<file path="config.mk">
export PLATFORM = sky130hd
export DESIGN_NAME = dpa_port
export DESIGN_NICKNAME = d
export VERILOG_FILES = /design/src/core/dpa_pkg.sv /design/src/core/dpa_phy_bank.sv /design/src/core/dpa_port.sv
export SDC_FILE = /design/constraint.sdc
export NUM_CORES = 2
export LEC_CHECK = 0
export BUFFER_PORTS_ARGS = -buffer_cell sky130_fd_sc_hd__buf_2
export CAP_MARGIN = 30
export CORE_AREA = 2 2 330 332
export CTS_BUF_LIST = sky130_fd_sc_hd__clkbuf_4
export DETAILED_ROUTE_END_ITERATION = 10
export DIE_AREA = 0 0 332 334
export GPL_ROUTABILITY_DRIVEN = 0
export SLEW_MARGIN = 30
export SYNTH_ARGS = -nofsm -noshare
export SYNTH_HDL_FRONTEND = slang
export SYNTH_SLANG_ARGS = --single-unit
export TNS_END_PERCENT = 30
</file>
<file path="constraint.sdc">
create_clock -name clk_i -period 2.9 [get_ports clk_i]
set_input_delay 0.58 -clock clk_i [delete_from_list [all_inputs] [get_ports clk_i]]
set_output_delay 0.58 -clock clk_i [all_outputs]
set_load 0.01 [all_outputs]
</file>
<file path="src/core/dpa_pkg.sv">
package dpa_pkg;

  // ---------------------------------------------------------------
  // Register map and field layout
  // ---------------------------------------------------------------
  localparam int DPA_ADR_W = 8;
  localparam logic [7:0] DPA_CFG_OFS = 8'h94;
  localparam logic [7:0] DPA_SEL_OFS = 8'h98;
  localparam logic [7:0] DPA_DATA_OFS = 8'h9C;
  localparam int DPA_SEL_DONE_BIT = 31;
  localparam int DPA_SEL_DIR_BIT = 30;
  localparam int DPA_IDX_W = 30;
  localparam int DPA_CFG_VALID_BIT = 3;
  localparam int DPA_CFG_FREQ_LSB = 0;
  localparam int DPA_CFG_FREQ_W = 3;
  localparam logic [3:0] DPA_SEL_FULL = 4'hF;

  // ---------------------------------------------------------------
  // Values after reset
  // ---------------------------------------------------------------
  localparam logic [29:0] DPA_IDX_RST = 30'h0000_0000;
  localparam logic DPA_DIR_RST = 1'b0;
  localparam logic DPA_DONE_RST = 1'b1;
  localparam logic [31:0] DPA_DATA_RST = 32'h0000_0000;
  localparam logic DPA_VALID_RST = 1'b0;
  localparam logic [2:0] DPA_FREQ_RST = 3'h0;
  localparam logic [31:0] DPA_RST_DRV_COMP = 32'h0011_1222;
  localparam logic [31:0] DPA_RST_WR_TIME_LO = 32'h1717_1717;
  localparam logic [31:0] DPA_RST_OTHER = 32'h0000_0000;

  // ---------------------------------------------------------------
  // Indirect index space
  // ---------------------------------------------------------------
  localparam int DPA_SLOTS_PER_CH = 12;
  localparam int DPA_NUM_SLOTS = 24;
  localparam int DPA_SLOT_W = 5;
  localparam int DPA_CH_B_BIT = 5;
  localparam logic [4:0] DPA_IDX_LAST_TIMING = 5'h07;
  localparam logic [4:0] DPA_IDX_RXEN0 = 5'h10;
  localparam logic [4:0] DPA_IDX_RXEN1 = 5'h13;
  localparam logic [4:0] DPA_IDX_RXEN2 = 5'h16;
  localparam logic [4:0] DPA_IDX_RXEN3 = 5'h19;
  localparam logic [4:0] DPA_SLOT_RXEN0 = 5'd8;
  localparam logic [4:0] DPA_SLOT_CH_B = 5'd12;
  localparam logic [4:0] DPA_SLOT_DRV_COMP = 5'd0;
  localparam logic [4:0] DPA_SLOT_WR_TIME_LO = 5'd1;

  // ---------------------------------------------------------------
  // Timing
  // ---------------------------------------------------------------
  localparam int DPA_CLK_PERIOD_NS = 4;
  localparam int DPA_PHY_ACCESS_NS = 20;
  localparam int DPA_PHY_ACCESS_CYCLES =
    (DPA_PHY_ACCESS_NS + DPA_CLK_PERIOD_NS - 1) / DPA_CLK_PERIOD_NS;
  localparam int DPA_CNT_W = 4;

  // ---------------------------------------------------------------
  // Types
  // ---------------------------------------------------------------
  typedef enum logic [2:0] {
    DPA_IDLE  = 3'b001,
    DPA_ISSUE = 3'b010,
    DPA_WAIT  = 3'b100
  } dpa_state_e;

  typedef struct packed {
    logic valid;
    logic write;
    logic [29:0] index;
    logic [31:0] wdata;
  } dpa_phy_req_s;

  typedef struct packed {
    logic done;
    logic hit;
    logic [31:0] rdata;
  } dpa_phy_rsp_s;

  typedef logic [DPA_NUM_SLOTS-1:0][31:0] dpa_regs_t;

endpackage

</file>
<file path="src/core/dpa_phy_bank.sv">
`timescale 1ns/10ps

// Physical-layer timing and drive register bank with a fixed access delay
module dpa_phy_bank
  import dpa_pkg::*;
(
  input wire logic clk_i,
  input wire logic rst_i,
  input wire dpa_phy_req_s req_i,
  output dpa_phy_rsp_s rsp_o,
  output dpa_regs_t regs_o
);

  dpa_regs_t regs_q;
  dpa_phy_req_s pend_q;
  logic busy_q;
  logic [DPA_CNT_W-1:0] cnt_q;
  logic hit;
  logic [DPA_SLOT_W-1:0] slot;

  // ---------------------------------------------------------------
  // Index decode: eight timing registers, four receive enables
  // ---------------------------------------------------------------
  always_comb begin
    logic [4:0] low;
    low = pend_q.index[4:0];
    hit = (pend_q.index[DPA_IDX_W-1:DPA_CH_B_BIT+1] == '0);
    slot = low;
    if (low <= DPA_IDX_LAST_TIMING) begin
      slot = low;
    end else if (low == DPA_IDX_RXEN0) begin
      slot = DPA_SLOT_RXEN0;
    end else if (low == DPA_IDX_RXEN1) begin
      slot = DPA_SLOT_RXEN0 + 5'd1;
    end else if (low == DPA_IDX_RXEN2) begin
      slot = DPA_SLOT_RXEN0 + 5'd2;
    end else if (low == DPA_IDX_RXEN3) begin
      slot = DPA_SLOT_RXEN0 + 5'd3;
    end else begin
      hit = 1'b0;
    end
    if (pend_q.index[DPA_CH_B_BIT]) begin
      slot = slot + DPA_SLOT_CH_B;
    end
  end

  // ---------------------------------------------------------------
  // Request capture and access delay
  // ---------------------------------------------------------------
  always_ff @(posedge clk_i) begin
    if (rst_i) begin
      pend_q <= '0;
      busy_q <= 1'b0;
      cnt_q <= '0;
    end else if (!busy_q && req_i.valid) begin
      pend_q <= req_i;
      busy_q <= 1'b1;
      cnt_q <= DPA_CNT_W'(DPA_PHY_ACCESS_CYCLES - 1);
    end else if (busy_q && cnt_q == '0) begin
      busy_q <= 1'b0;
    end else if (busy_q) begin
      cnt_q <= cnt_q - 1'b1;
    end
  end

  // Storage; writes to unlisted indices are dropped
  always_ff @(posedge clk_i) begin
    if (rst_i) begin
      for (int i = 0; i < DPA_NUM_SLOTS; i++) begin
        if (i % DPA_SLOTS_PER_CH == int'(DPA_SLOT_DRV_COMP)) begin
          regs_q[i] <= DPA_RST_DRV_COMP;
        end else if (i % DPA_SLOTS_PER_CH == int'(DPA_SLOT_WR_TIME_LO)) begin
          regs_q[i] <= DPA_RST_WR_TIME_LO;
        end else begin
          regs_q[i] <= DPA_RST_OTHER;
        end
      end
    end else if (busy_q && cnt_q == '0 && pend_q.write && hit) begin
      regs_q[slot] <= pend_q.wdata;
    end
  end

  // Completion answer, one cycle
  always_ff @(posedge clk_i) begin
    if (rst_i) begin
      rsp_o <= '0;
    end else begin
      rsp_o.done <= busy_q && cnt_q == '0;
      rsp_o.hit <= hit;
      rsp_o.rdata <= hit ? regs_q[slot] : '0;
    end
  end

  assign regs_o = regs_q;

endmodule

</file>
<file path="src/core/dpa_port.sv">
`timescale 1ns/10ps

// Summary of operation
// - The selector holds a 30-bit read/write index in its low bits, zero after reset.
// - Bit 30 of the selector is a write-only direction bit, zero after reset, 1 meaning write.
// - Bit 31 of the selector is a read-only done flag, 1 after reset and whenever idle.
// - The done flag reads 0 while an indirect access is being carried out.
// - A read loads the data port on the same edge that raises the done flag.
// - A write delivers the data port value to the target and only then raises done.
// - Indices 0 to 7 select the eight first-channel timing and drive registers in order.
// - Indices 20h to 27h select the same eight registers of the second channel.
// - Indices 10h, 13h, 16h, 19h and their 30h twins select receive enable timing per pair.
// - In one package variant the 16h entry controls chip selects 3 and 2 of the first DIMM.
// - The data port is a 32-bit read/write register, zero after reset.
// - The memory clock valid bit lets the controller start driving the memory clock.
module dpa_port
  import dpa_pkg::*;
(
  input wire logic clk_i,
  input wire logic rst_i,
  // Wishbone classic slave
  input wire logic wb_cyc_i,
  input wire logic wb_stb_i,
  input wire logic wb_we_i,
  input wire logic [DPA_ADR_W-1:0] wb_adr_i,
  input wire logic [3:0] wb_sel_i,
  input wire logic [31:0] wb_dat_i,
  output logic [31:0] wb_dat_o,
  output logic wb_ack_o,
  // Package variant strap pin
  input wire logic pkg_variant_i,
  // Controller side
  output logic memory_interface_clock_en_o,
  output logic [2:0] memory_interface_clock_freq_o,
  output logic rxen_pair2_alt_map_o,
  output logic access_busy_o,
  output dpa_regs_t phy_regs_o
);

  // ---------------------------------------------------------------
  // Declarations
  // ---------------------------------------------------------------
  // Sequencer and selector state
  dpa_state_e state_q;
  dpa_state_e state_d;
  logic [DPA_IDX_W-1:0] target_index_q;
  logic direction_select_q;
  logic access_complete_flag_q;
  logic busy_q;
  logic [31:0] indirect_data_word_q;

  // Controller configuration
  logic memory_interface_clock_setting_valid_q;
  logic [2:0] memory_interface_clock_freq_q;

  // Bus answer
  logic ack_q;
  logic [31:0] rdat_q;

  // Strap capture
  logic variant_meta_q;
  logic variant_sync_q;
  logic variant_q;
  logic strap_taken_q;

  // Decode strobes
  logic bus_take;
  logic wr_full;
  logic wr_sel;
  logic wr_data;
  logic wr_cfg;
  logic start;
  logic access_end;

  // Bank link and read views
  dpa_phy_req_s phy_req;
  dpa_phy_rsp_s phy_rsp;
  logic [31:0] sel_view;
  logic [31:0] cfg_view;
  logic [31:0] rd_mux;

  // ---------------------------------------------------------------
  // Wishbone decode
  // ---------------------------------------------------------------

  // A request is taken once, on the edge that raises ack; a master that
  // leaves stb up for the ack cycle is not taken a second time
  assign bus_take = wb_cyc_i && wb_stb_i && !ack_q;

  // Only whole-word writes are honoured
  // Partial writes are still acked so the master never hangs
  assign wr_full = bus_take && wb_we_i && (wb_sel_i == DPA_SEL_FULL);

  // Per-register write strobes
  // Addresses compare in full, so nothing aliases into the window
  assign wr_sel = wr_full && (wb_adr_i == DPA_SEL_OFS);
  assign wr_data = wr_full && (wb_adr_i == DPA_DATA_OFS);
  assign wr_cfg = wr_full && (wb_adr_i == DPA_CFG_OFS);

  // A selector write while idle launches an indirect access
  // A selector write while busy is dropped, so the index stays put
  assign start = wr_sel && (state_q == DPA_IDLE);

  // Ack, one cycle after the request is taken
  // Fixed latency: every request, mapped or not, sees one wait state
  always_ff @(posedge clk_i) begin
    if (rst_i) begin
      ack_q <= 1'b0;
    end else begin
      ack_q <= bus_take;
    end
  end

  assign wb_ack_o = ack_q;

  // ---------------------------------------------------------------
  // Read path
  // ---------------------------------------------------------------

  // Selector view: direction bit is write-only and reads as zero
  // Bit 31 is the live done flag; the index reads back as held
  always_comb begin
    sel_view = '0;
    sel_view[DPA_SEL_DONE_BIT] = access_complete_flag_q;
    sel_view[DPA_IDX_W-1:0] = target_index_q;
  end

  // Configuration view
  // Only the clock valid and frequency fields are kept
  always_comb begin
    cfg_view = '0;
    cfg_view[DPA_CFG_VALID_BIT] = memory_interface_clock_setting_valid_q;
    cfg_view[DPA_CFG_FREQ_LSB +: DPA_CFG_FREQ_W] = memory_interface_clock_freq_q;
  end

  // Address mux; unmapped addresses read as zero
  // Decoded from the live address; the result is caught with the ack
  always_comb begin
    case (wb_adr_i)
      DPA_SEL_OFS: begin
        rd_mux = sel_view;
      end
      DPA_DATA_OFS: begin
        rd_mux = indirect_data_word_q;
      end
      DPA_CFG_OFS: begin
        rd_mux = cfg_view;
      end
      default: begin
        rd_mux = '0;
      end
    endcase
  end

  // Read data registered with the ack
  // Writes return zero so stale read data never shows on the bus
  always_ff @(posedge clk_i) begin
    if (rst_i) begin
      rdat_q <= '0;
    end else if (bus_take) begin
      rdat_q <= wb_we_i ? '0 : rd_mux;
    end
  end

  assign wb_dat_o = rdat_q;

  // ---------------------------------------------------------------
  // Controller configuration
  // ---------------------------------------------------------------

  // Memory clock setting and its valid bit
  // Partial writes leave both fields untouched
  always_ff @(posedge clk_i) begin
    if (rst_i) begin
      memory_interface_clock_setting_valid_q <= DPA_VALID_RST;
      memory_interface_clock_freq_q <= DPA_FREQ_RST;
    end else if (wr_cfg) begin
      memory_interface_clock_setting_valid_q <= wb_dat_i[DPA_CFG_VALID_BIT];
      memory_interface_clock_freq_q <= wb_dat_i[DPA_CFG_FREQ_LSB +: DPA_CFG_FREQ_W];
    end
  end

  // Clock drive starts once software declares the setting valid
  // Accesses made before this bit is set are not blocked here
  assign memory_interface_clock_en_o = memory_interface_clock_setting_valid_q;
  assign memory_interface_clock_freq_o = memory_interface_clock_freq_q;

  // ---------------------------------------------------------------
  // Selector fields
  // ---------------------------------------------------------------

  // Index and direction are loaded only when an access can start
  // Holding them through an access keeps the bank request steady
  always_ff @(posedge clk_i) begin
    if (rst_i) begin
      target_index_q <= DPA_IDX_RST;
      direction_select_q <= DPA_DIR_RST;
    end else if (start) begin
      target_index_q <= wb_dat_i[DPA_IDX_W-1:0];
      direction_select_q <= wb_dat_i[DPA_SEL_DIR_BIT];
    end
  end

  // ---------------------------------------------------------------
  // Access sequencer
  // ---------------------------------------------------------------

  // Next state
  // ISSUE lasts one cycle so the bank sees a single request pulse
  // WAIT ends only on the bank's done pulse
  always_comb begin
    state_d = state_q;
    case (state_q)
      DPA_IDLE: begin
        if (start) begin
          state_d = DPA_ISSUE;
        end
      end
      DPA_ISSUE: begin
        state_d = DPA_WAIT;
      end
      DPA_WAIT: begin
        if (phy_rsp.done) begin
          state_d = DPA_IDLE;
        end
      end
      default: begin
        state_d = DPA_IDLE;
      end
    endcase
  end

  // State register
  // Reset lands in idle, matching the done flag at one
  always_ff @(posedge clk_i) begin
    if (rst_i) begin
      state_q <= DPA_IDLE;
    end else begin
      state_q <= state_d;
    end
  end

  // The cycle in which the bank reports the access finished
  assign access_end = (state_q == DPA_WAIT) && phy_rsp.done;

  // One-cycle request towards the bank, taken from the held fields
  // The data word is frozen by the idle-only write rule below
  always_comb begin
    phy_req.valid = (state_q == DPA_ISSUE);
    phy_req.write = direction_select_q;
    phy_req.index = target_index_q;
    phy_req.wdata = indirect_data_word_q;
  end

  // Done flag: low from the launch until the bank reports completion
  // Start and completion never meet: start needs the idle state
  always_ff @(posedge clk_i) begin
    if (rst_i) begin
      access_complete_flag_q <= DPA_DONE_RST;
    end else if (start) begin
      access_complete_flag_q <= 1'b0;
    end else if (access_end) begin
      access_complete_flag_q <= 1'b1;
    end
  end

  // Busy pin from its own flop, the inverse of the done flag
  // Kept apart so the status pin never depends on a gate
  always_ff @(posedge clk_i) begin
    if (rst_i) begin
      busy_q <= !DPA_DONE_RST;
    end else if (start) begin
      busy_q <= 1'b1;
    end else if (access_end) begin
      busy_q <= 1'b0;
    end
  end

  assign access_busy_o = busy_q;

  // ---------------------------------------------------------------
  // Data port
  // ---------------------------------------------------------------

  // Software writes while idle; read results land with the done flag
  // Bus writes during an access are dropped so the word in flight holds
  always_ff @(posedge clk_i) begin
    if (rst_i) begin
      indirect_data_word_q <= DPA_DATA_RST;
    end else if (access_end && !direction_select_q) begin
      indirect_data_word_q <= phy_rsp.rdata;
    end else if (wr_data && state_q == DPA_IDLE) begin
      indirect_data_word_q <= wb_dat_i;
    end
  end

  // ---------------------------------------------------------------
  // Package variant strap
  // ---------------------------------------------------------------

  // Two-stage synchroniser for the strap pin
  // Left out of reset: it holds the settled pin level when reset ends,
  // so the one-shot capture below sees the real strap
  always_ff @(posedge clk_i) begin
    variant_meta_q <= pkg_variant_i;
    variant_sync_q <= variant_meta_q;
  end

  // Strap is caught once, after reset release, once synchronised
  // Later pin changes are ignored until the next reset
  always_ff @(posedge clk_i) begin
    if (rst_i) begin
      strap_taken_q <= 1'b0;
      variant_q <= 1'b0;
    end else if (!strap_taken_q) begin
      strap_taken_q <= 1'b1;
      variant_q <= variant_sync_q;
    end
  end

  // Tells the PHY that pair-2 receive enable drives DIMM 0 CS 3:2
  // A plain level; the bank itself remaps nothing
  assign rxen_pair2_alt_map_o = variant_q;

  // ---------------------------------------------------------------
  // Physical-layer register bank
  // ---------------------------------------------------------------

  // Bank carrying the indirect registers, with its fixed access delay
  // Its hit flag is not needed: misses already read as zero
  dpa_phy_bank dpa_phy_bank_inst (
    .clk_i(clk_i),
    .rst_i(rst_i),
    .req_i(phy_req),
    .rsp_o(phy_rsp),
    .regs_o(phy_regs_o)
  );

endmodule

</file>
==> results.txt <==
The run finished, with violations left. The checks that failed: setup timing. The top achievable clock speed is 0.345 GHz. The share of the Yosys chip area taken by registers is 44.8%. The count of nets after finishing came out at 6108. Setup repair after global routing could not meet its margin everywhere.

The worst hold path belongs to the class input port to register. For this run the aggregate overflow at the end of global routing stands at 0. The number of nets with antenna violations after detailed routing is 0. The final number of max-transition violations is 0.

The synthesized netlist net count came out at 5144. The minimum period implied by the final worst setup slack is 2.90 ns. Across every metal layer, demand over resource in global routing totals 39.5%.

The smallest setup slack after layout came out at -0.000419 ns. The max capacitance violation total came out at 0. The utilization of the core after routing came out at 51.5%. The number of port buffers is 856.

After synthesis, the most frequently instantiated cells are dfxtp_1, mux2i_1, a21oi_1. The synthesized design contains 978 register bits. The power density over the cells is 484 mW/mm^2.

After clock tree synthesis, the clock-pin slew on the worst setup and hold paths is 0.07 ns. The final setup violation count is 1. The fraction of final layout cells with drive strength greater than 1 came out at 29.2%. The setup slack at placement is -0.250 ns. The tree is rooted in a clkbuf_4. The largest total area in the synthesized netlist belongs to dfxtp_1. Overall power consumption after layout is estimated at 26.9 mW.

The number of remaining DRC errors is 0. The first global-routing pass estimated 320000 um of wire. The combined area of all synthesized cells is 0.0437 mm^2. The routed via count divided by cell count came out at 6.17.

The via count of the first global-routing pass was 43100. The routed via count came out at 47200. Counting every instance in the synthesized netlist gives 5092. The number of DRC markers in iteration 0 is 6385. The HPWL after detailed placement is 160000 um. The later pin in the worst-skew pair is clocked with a latency of 1.28 ns. The final worst hold slack came out at 0.121 ns. After synthesis, the share of flip-flops with an asynchronous set or reset is 0%. The worst pin sits at a relative slew slack of 26.8%.

The detailed-route wire length is 231000 um. The arrival time at the worst endpoint is 3.91 ns. The die extent in x came out at 332 um. The count of warnings emitted by yosys is 0. Before antenna repair, the detailed router went through 6 iterations. The element type at the critical path end is a register. The average wire length per cell after detail routing came out at 30.2 um.

The area enclosed by the die boundary came out at 0.111 mm^2. The boundary pin count came out at 857. The minimum setup slack among reg-to-reg paths came out at -0.0004 ns.

The worst path required time came out at 3.91 ns. The transition time at the pin with the least slew margin came out at 1.09 ns. Clock skew on the completed layout was measured at 0.178 ns. The element type at the critical path start is a register.

Among all cell types in the netlist, the one instantiated most often is dfxtp_1. Compared with the post-synthesis result, the final layout area differs by 27.2%. The initial antenna violation count came out at 10. TritonCTS built the clock tree.

The share of the clock period used by the worst path is 100%. The summed negative setup slack over all endpoints is -0.000419 ns. The effective utilization at floorplan is 40.5%. The sink count of the clock tree is 978.

The average cell area after synthesis came out at 8.57 um^2. The dominant register cell in the synthesized netlist is dfxtp_1. The class of the most critical setup path is register to register. The area fraction of the dominant cell type after synthesis is 44.8%.

Entering global routing, the biggest net connects 167 pins. The number of clock buffers added by TritonCTS is 291. By area the synthesized netlist is led by dfxtp_1, mux2i_1, a21oi_1.

The analysis attributes to cell leakage a power of 24.4 nW. The cell row count is 121. The count of flip-flops with a built-in enable after synthesis came out at 0.

The die height came out at 334 um. The final count of hold timing violations was 0. The count of H-tree levels built during CTS is 5. The core region is 0.108 mm^2. The critical-path maximum fanout came out at 26. The clock tree buffer depth is 4. Yosys mapped the design onto 75 distinct sky130hd cell types.

The maximum ir drop on the vdd rail is 0.251 mV.
-- path summary, 6_finish.rpt --
check / start / endpoint / cells after the start
setup / recovery: dpa_phy_bank_inst.pend_q[36]$_SDFFE_PP0P_ / dpa_phy_bank_inst.rsp_o[6]$_SDFF_PP0_ / 11
setup reg to reg: dpa_phy_bank_inst.pend_q[36]$_SDFFE_PP0P_ / dpa_phy_bank_inst.rsp_o[6]$_SDFF_PP0_ / 11
hold reg to reg: variant_meta_q$_DFF_P_ / variant_sync_q$_DFF_P_ / 0
hold / removal: pkg_variant_i / variant_meta_q$_DFF_P_ / 2
-- layer usage --
layer	vias to the layer above	global-route usage [%]	wire, um
li1	20200	-	-
met1	22900	49.4	87700
met2	3367	58.6	98700
met3	719	11.3	26100
met4	8	27.4	18400
met5	-	0	54
-- registers in the layout (all words and copies together), names as in the netlist, 3 cells and up --
name,count
dpa_phy_bank_inst.regs_o,768
dpa_phy_bank_inst.pend_q,63
dpa_phy_bank_inst.rsp_o,33
indirect_data_word_q,32
wb_dat_o,32
target_index_q,30
dpa_phy_bank_inst.cnt_q,4
memory_interface_clock_freq_o,3
state_q,3
-- cells in the final DEF, fill, tap and decap left out, types with 34 or more instances in the layout --
cell / synthesis / layout
a211oi_1: 118 / 117
a21oi_1: 506 / 503
a22oi_1: 172 / 168
buf_12: 0 / 86
buf_2: 136 / 855
buf_4: 29 / 268
clkbuf_4: 0 / 416
clkinv_1: 0 / 38
dfxtp_1: 978 / 958
dlygate4sd3_1: 0 / 46
mux2_2: 43 / 42
mux2i_1: 530 / 528
nand2_1: 344 / 340
nand2b_1: 51 / 51
nand3_1: 431 / 430
nor2_1: 440 / 438
nor2b_1: 52 / 51
nor3_1: 41 / 34
o211ai_1: 65 / 65
o21ai_0: 454 / 450
-- logic make-up after synthesis --
kind of cell / Yosys count / synth area share [%]
AND/OR/NAND/NOR: 1435 / 15.1
flip-flops: 978 / 44.8
AO/OA/AOI/OAI: 1488 / 20.4
adder cells (fa/ha/maj): 2 / 0.0573
buffers and inverters: 610 / 6.23
XOR/XNOR: 5 / 0.100
multiplexers: 574 / 13.3
-- stage by stage --
stage	instances	cell area (um^2)
after global placement	7106	51000
final	7649	55500
after detailed placement	7106	51100
after floorplan	5092	43700
after CTS	7636	55200
after global routing	7646	55500
-- timing repair --
item | 4_1_cts | 5_1_grt
gates cloned | 3 | 3
endpoints found under the setup margin | 351 | 390
endpoints found under the hold margin | 168 | 0
resized for setup | 25 | 32
hold buffers | 46 | 0
setup buffers | 13 | 5
pin swaps | 10 | 13
-- report_power, final --
| part | leakage, nW | switching [mW] | internal (mW) | total (mW) |
|---|---|---|---|---|
| Sequential | 7.89 | 0.00708 | 13.4 | 13.4 |
| Clock | 2.05 | 6.27 | 6.69 | 13.0 |
| Combinational | 14.4 | 0.334 | 0.118 | 0.452 |
-- layout make-up --
type                            instances  area (um^2)
Multi-Input combinational cell       3504        21800
Sequential cell                       978        19600
Antenna cell                            4         10.0
Inverter                                7         28.8
Clock buffer                          416         3120
Fill cell                           10400        52300
Tap cell                             1414         1770
Clock inverter                         52          263
Timing Repair Buffer                 1274         8860
-- worst max-delay path, cell delays in order (launching register included) --
cell and delay, ns:
dfxtp_2 0.33, buf_4 0.13, nor2b_4 0.12, buf_4 0.16
mux2i_4 0.24, buf_12 0.21, buf_4 0.18, a22oi_1 0.36
o21ai_0 0.43, a32oi_1 0.30, buf_4 0.14, a31oi_1 0.07
No activity file was read; power rests on OpenSTA's default activity.
